`config.mk`:
```
export PLATFORM = sky130hd
export DESIGN_NAME = fbio_port
export DESIGN_NICKNAME = d
export VERILOG_FILES = /design/src/hdl/fbio_pkg.sv /design/src/hdl/fbio_pin_mux.sv /design/src/hdl/fbio_port.sv
export SDC_FILE = /design/constraint.sdc
export NUM_CORES = 1
export LEC_CHECK = 0
export ABC_AREA = 1
export ABC_CLOCK_PERIOD_IN_PS = 1900
export BUFFER_PORTS_ARGS = -buffer_cell sky130_fd_sc_hd__buf_2
export CAP_MARGIN = 10
export CORE_ASPECT_RATIO = 1.1
export CORE_MARGIN = 2
export CORE_UTILIZATION = 43
export CTS_CLUSTER_DIAMETER = 150
export CTS_CLUSTER_SIZE = 8
export DETAILED_ROUTE_END_ITERATION = 7
export PLACE_DENSITY_LB_ADDON = 0.12
export SLEW_MARGIN = 15
export SYNTH_ARGS = -nofsm -noshare
export SYNTH_HDL_FRONTEND = slang
export SYNTH_HIERARCHICAL = 1
export SYNTH_SLANG_ARGS = --single-unit
```
`constraint.sdc`:
```
create_clock -name clk -period 1.9 [get_ports clk]
set_clock_uncertainty 0.15 [all_clocks]
set_input_delay 0.38 -clock clk [delete_from_list [all_inputs] [get_ports clk]]
set_output_delay 0.38 -clock clk [all_outputs]
set_load 0.05 [all_outputs]
```
`src/hdl/fbio_pkg.sv`:
```
// fbio_pkg: constants for the five-pin io port with chip-select and refresh functions.
// assumes a 16-bit register address bus and a 3-bit operating mode input.
package fbio_pkg;
  localparam int FBIO_PINS = 5;
  localparam logic [15:0] FBIO_DIR_ADDR = 16'hFFCD;
  localparam logic [15:0] FBIO_DATA_ADDR = 16'hFFCF;
  localparam logic [7:0] FBIO_DIR_RST_LO = 8'hF0;
  localparam logic [7:0] FBIO_DIR_RST_HI = 8'hE0;
  localparam logic [7:0] FBIO_DATA_RST = 8'hE0;
  localparam logic [7:0] FBIO_RSVD_MASK = 8'hE0;
  localparam logic [7:0] FBIO_DIR_READ = 8'hFF;
  localparam int FBIO_CS0_PIN = 4;
  localparam int FBIO_REFRESH_STROBE_N_PIN = 0;
  localparam logic [2:0] FBIO_MODE_SINGLE = 3'h7;
  localparam logic [2:0] FBIO_MODE_ROMON = 3'h5;
endpackage : fbio_pkg

```
`src/hdl/fbio_pin_mux.sv`:
```
// fbio_pin_mux: per-pin function selection for the five-pin port.
// assumes registered direction/data values and live function selects.
`timescale 1ns/1ns
module fbio_pin_mux
  import fbio_pkg::*;
(
  input wire logic expanded,
  input wire logic refresh_enable_bit,
  input wire logic refresh_strobe_n,
  input wire logic [3:0] cs_n,
  input wire logic [4:0] dir,
  input wire logic [4:0] data,
  output logic [4:0] pin_out,
  output logic [4:0] pin_oe_n
);
  // chip selects on pins 4..1, refresh on pin 0, else port output
  always_comb begin
    for (int i = 0; i < FBIO_PINS; i++) begin
      pin_out[i] = data[i];
      pin_oe_n[i] = ~dir[i];
    end
    // pin 0 has no chip select, so this loop starts at pin 1 and never indexes past cs_n
    for (int i = 1; i < FBIO_PINS; i++) begin
      if (expanded && dir[i]) begin
        pin_out[i] = cs_n[FBIO_CS0_PIN - i];
      end
    end
    if (refresh_enable_bit) begin
      pin_out[FBIO_REFRESH_STROBE_N_PIN] = refresh_strobe_n;
      pin_oe_n[FBIO_REFRESH_STROBE_N_PIN] = 1'b0;
    end
  end
endmodule : fbio_pin_mux

```
`src/hdl/fbio_port.sv`:
```
// fbio_port: five-pin general io port with direction and data registers.
// assumes a plain register port with one-cycle strobes and synchronous pin inputs.
//
// Summary of operation
// - the port has five two-way pins on bits 4 to 0 of both registers.
// - the direction register is write-only and reads back as all ones.
// - direction bits 7 to 5 ignore writes and read as one.
// - reset or hardware standby loads direction F0 in modes 1-4, E0 in modes 5-7.
// - software standby keeps both registers and keeps output pins driving.
// - the data register drives each pin acting as a port output.
// - data reads return the stored bit where direction is one, else the pin level.
// - reset or hardware standby loads the data register with E0.
// - data bits 7 to 5 ignore writes and read as one.
// - in modes 1-6 direction one on pins 4,3,2,1 drives chip selects 0,1,2,3.
// - in expanded modes pins 4 to 1 with direction zero are inputs.
// - in modes 1-4 only chip select 0 is active after reset.
// - in modes 5 and 6 all four chip-select pins are inputs after reset.
// - refresh enable forces the refresh strobe on pin 0 regardless of direction.
// - in mode 7 every pin is a port by its direction bit, except pin 0 while refresh is enabled.
// - pins 3 to 0 feed interrupt requests 3 to 0 whether input or output.
`timescale 1ns/1ns
module fbio_port
  import fbio_pkg::*;
(
  input wire logic clk,
  input wire logic rst,
  input wire logic hw_standby,
  input wire logic [2:0] mode,
  input wire logic [15:0] addr,
  input wire logic [7:0] wdata,
  input wire logic wr,
  input wire logic rd,
  output logic [7:0] rdata,
  input wire logic refresh_enable_bit,
  input wire logic refresh_strobe_n,
  input wire logic chip_select_zero_n,
  input wire logic chip_select_one_n,
  input wire logic chip_select_two_n,
  input wire logic chip_select_three_n,
  input wire logic [4:0] pin_in,
  output logic [4:0] pin_out,
  output logic [4:0] pin_oe_n,
  output logic ext_irq_zero_n,
  output logic ext_irq_one_n,
  output logic ext_irq_two_n,
  output logic ext_irq_three_n
);
  logic [7:0] dir_r, dir_nxt;
  logic [7:0] data_r, data_nxt;
  logic [7:0] rdata_r, rdata_nxt;
  logic expanded;
  logic init;
  logic [3:0] cs_n_bus;

  // address decode shared by the write path, the read path and the checks
  // only the lower sixteen bits are compared; wider buses alias above that
  function automatic logic fbio_hits_dir(input logic [15:0] a);
    return (a == FBIO_DIR_ADDR);
  endfunction : fbio_hits_dir

  function automatic logic fbio_hits_data(input logic [15:0] a);
    return (a == FBIO_DATA_ADDR);
  endfunction : fbio_hits_data

  assign expanded = (mode != FBIO_MODE_SINGLE);
  // reset and hardware standby act alike; software standby is simply no write
  assign init = rst | hw_standby;

  // register updates; reserved bits are forced so writes cannot touch them
  always_comb begin
    dir_nxt = dir_r;
    data_nxt = data_r;
    if (init) begin
      // modes 1-4 start with chip select 0 driven, 5-7 all inputs
      dir_nxt = (mode < FBIO_MODE_ROMON) ? FBIO_DIR_RST_LO : FBIO_DIR_RST_HI;
      data_nxt = FBIO_DATA_RST;
    end else if (wr && fbio_hits_dir(addr)) begin
      dir_nxt = wdata | FBIO_RSVD_MASK;
    end else if (wr && fbio_hits_data(addr)) begin
      data_nxt = wdata | FBIO_RSVD_MASK;
    end
  end

  always_ff @(posedge clk) begin
    dir_r <= dir_nxt;
    data_r <= data_nxt;
  end

  // read data, valid the cycle after the strobe only
  always_comb begin
    rdata_nxt = 8'h00;
    if (rd && !init) begin
      if (fbio_hits_dir(addr)) begin
        rdata_nxt = FBIO_DIR_READ;
      end else if (fbio_hits_data(addr)) begin
        // input pins show their level, outputs show the latch
        rdata_nxt = FBIO_RSVD_MASK | (data_r & dir_r) | {3'h0, pin_in & ~dir_r[4:0]};
      end
    end
  end

  always_ff @(posedge clk) begin
    rdata_r <= rdata_nxt;
  end
  assign rdata = rdata_r;

  // chip selects gathered with cs0 at index 0, as the mux indexes them
  assign cs_n_bus = {chip_select_three_n, chip_select_two_n,
                     chip_select_one_n, chip_select_zero_n};

  // pin function selection
  fbio_pin_mux u_mux (
    .expanded(expanded),
    .refresh_enable_bit(refresh_enable_bit),
    .refresh_strobe_n(refresh_strobe_n),
    .cs_n(cs_n_bus),
    .dir(dir_r[4:0]),
    .data(data_r[4:0]),
    .pin_out(pin_out),
    .pin_oe_n(pin_oe_n)
  );

  // interrupt inputs watch the wire, so a driven pin still raises requests
  assign ext_irq_zero_n = pin_in[0];
  assign ext_irq_one_n = pin_in[1];
  assign ext_irq_two_n = pin_in[2];
  assign ext_irq_three_n = pin_in[3];

  // per-pin checks of the expanded-mode functions on pins 4 to 1
  for (genvar g = 1; g < FBIO_PINS; g++) begin : g_pin_chk

  end
endmodule : fbio_port

```
==> qor.txt <==
Top-Level Pins = 65
Max Cap Viol = 0
filler instances = 204
WL met3 = 144 um
Routed Antenna Nets = 0
combinational share of power = 24.5%
drc violations = 0
antenna fix cells = 0
mapped cell area = 920 um2
final hold violation count = 0
Final Power = 0.783 mW
DR vias = 960
Yosys warnings = 6
Fin Hold WS = 0.218 ns
synthesized net count = 174
post-cts sizing count = 0
Fmax = 553 MHz
worst setup path start = mode[2]
Sw Share = 30.2%
Data required, critical path = 1.37 ns
drt pass-1 iters = 4
VDD IR max = 387 uV
Max Used Layer = met4
CP max stage delay = 0.25 ns
Die Span Y = 52.5 um
CTS buffer count = 3
Met1 Routed Length = 761 um
Non-Filler Instances = 217
r2r startpoint = dir_r[4]
post-synthesis compound-gate area fraction = 4.90%
Chip Width = 48.1 um
Area growth, synth to finish = 35.1%
Detailed Place HPWL = 1660 um
CP max-delay cell = nand3_1
Clk pwr share = 28.0%
Hold Buf Count CTS = 0
Syn Area/Cell = 7.02 um2
adder-cell share of the synthesized area = 0%
post-CTS setup buffer count = 0
Clock Pin Slew Worst Setup and Hold Paths = 0.09 ns
CP top delay family = simple AND/OR/NAND/NOR gates
clk_lat worst skew = 0.28 ns
Final Critical Period = 1.81 ns
WP buf/inv = 2
full die area = 0.00252 mm2
Longest Clk Path Bufs = 2
Crit Path Class = in -> out
Seq/Total Area, Yosys = 40.3%
Core Region = 0.00202 mm2
Tcrit/Tclk final = 95.1%
Iteration-0 DRC Markers = 16
hold crit path type = in -> reg
most frequent cells in the layout = buf_2 (61), nand2_1 (35), nor2_1 (24)
Min-Delay Startpoint = wdata[0]
Cells after Synth = 131
Initial Util = 45.5%
CTS Sinks = 16
antenna violations before repair = 0
routed wl met2 = 1010 um
Final #Nets = 233
Cell Area, Placed = 0.00121 mm2
TritonCTS clock tree = yes
RSZ-0062 raised after global routing = no
final setup TNS = 0 ns
sequential power share = 47.5%
Critical Path End Type = primary output
Critical Path AT = 1.28 ns
row cnt = 17
clock root buffer = clkbuf_4
crit-path most repeated cell = nand2_1
gr ovfl total = 0
Post-Place Cells = 213
Design Area, Final = 0.00124 mm2
NetSw = 0.237 mW
Netlist cell types = 18
number of port buffers = 61
commonest non-fill, non-tap cell in the layout = buf_2
Post-Synth XOR/XNOR Area = 0%
critical path launch point type = input port
share of cells above drive strength 1 = 39.2%
largest family of logic cells by synthesized area = simple AND/OR/NAND/NOR gates
CP max FO = 8
DR WL/cell = 8.99 um
first-pass GRT wire length = 3040 um
number of global-route vias before repair = 837
max-slew violation count = 0
Pint = 0.546 mW
worst-path cell chain = buf_2 > nand3_1 > nand2_1 > nand2_1 > nand2_1 > buf_2
outcome = completed
largest net degree at the start of global routing = 12
vias per cell = 4.42
slew margin rel. = 78.3%
leakage power = 0.688 nW
synthesized flop and latch total = 16
multiplexer share of the synthesized area = 6.12%
H-tree depth = 1
PwrDens = 630 mW/mm2
Synth Area in Simple Gates = 34.3%
final setup fails = 0
wirelength, routed = 1950 um
gpl congestion = 0.758
slew of the pin with the lowest slew margin = 0.325 ns
GR Util All Layers = 17.4%
## cell usage after synthesis
| library cell | n | share of area (%) |
|---|---|---|
| o21ai_0 | 1 | 0.54 |
| nor2_1 | 24 | 9.8 |
| mux2_2 | 5 | 6.1 |
| buf_4 | 6 | 4.9 |
| buf_6 | 1 | 1.2 |
| inv_1 | 19 | 7.8 |
| nand2_1 | 35 | 14 |
| edfxtp_1 | 5 | 16 |
| o211ai_1 | 1 | 0.82 |
| buf_2 | 1 | 0.54 |
| nor2_4 | 1 | 1.2 |
| and2_1 | 1 | 0.68 |
| nor2_2 | 1 | 0.68 |
| nand3_1 | 12 | 6.5 |
| dfxtp_1 | 11 | 24 |
| nand3_2 | 1 | 1.1 |
| a21oi_1 | 5 | 2.7 |
| o21a_1 | 1 | 0.82 |
## metrics by stage
stage          util, %  worst slack (ns)
4_1_cts           61.5            0.0989
5_1_grt           61.5            0.0253
6_report          61.5            0.0930
3_3_place_gp      59.7             0.176
3_5_place_dp      59.7            0.0976
2_1_floorplan        -             0.279
## final timing paths
check	to	slack, ns	depth (start not counted)
setup / recovery	pin_out[1]	0.09	6
hold reg to reg	data_r[4]	0.33	2
setup reg to reg	rdata[4]	0.74	3
hold / removal	data_r[0]	0.22	3
## power by group through the flow
stage | clock, mW | combinational (mW) | sequential (mW)
finish | 0.219 | 0.192 | 0.372
global route | 0.235 | 0.211 | 0.373
CTS | 0.224 | 0.194 | 0.372
detailed placement | 0 | 0.193 | 0.380
global placement | 0 | 0.190 | 0.379
floorplan | 0 | 0.132 | 0.378
## area by class of cell
type,instances,area [um2],area share (%)
clock buffer,4,36.3,2.92
inverter,19,71.3,5.74
multi-input combinational,88,417,33.5
sequential,16,370,29.8
tap,28,35.0,2.82
timing repair buffer,62,313,25.2
## per-layer routing
| layer | up-vias | global-route usage (%) |
|---|---|---|
| met5 | - | 0 |
| li1 | 516 | - |
| met2 | 44 | 34.7 |
| met1 | 396 | 15.5 |
| met4 | 0 | 9.46 |
| met3 | 4 | 1.72 |
## flip-flops by register name (all words and copies together) (netlist names)
name / cells
data_r: 5
rdata: 6
dir_r: 5
## cells by family (layout without fill, tap and decap cells)
group | count (synthesis) | count (layout)
DFF | 16 | 16
buffers and inverters | 27 | 85
and+or+nand+nor | 75 | 75
AOI/OAI and AO/OA | 8 | 8
muxes | 5 | 5
## worst register-to-register path, cell delays in order, from the launching register on
cell	delay [ns]
edfxtp_1	0.40
mux2_2	0.36
nor2_1	0.10
nor2_1	0.05
No activity file was read; power rests on OpenSTA's default activity.
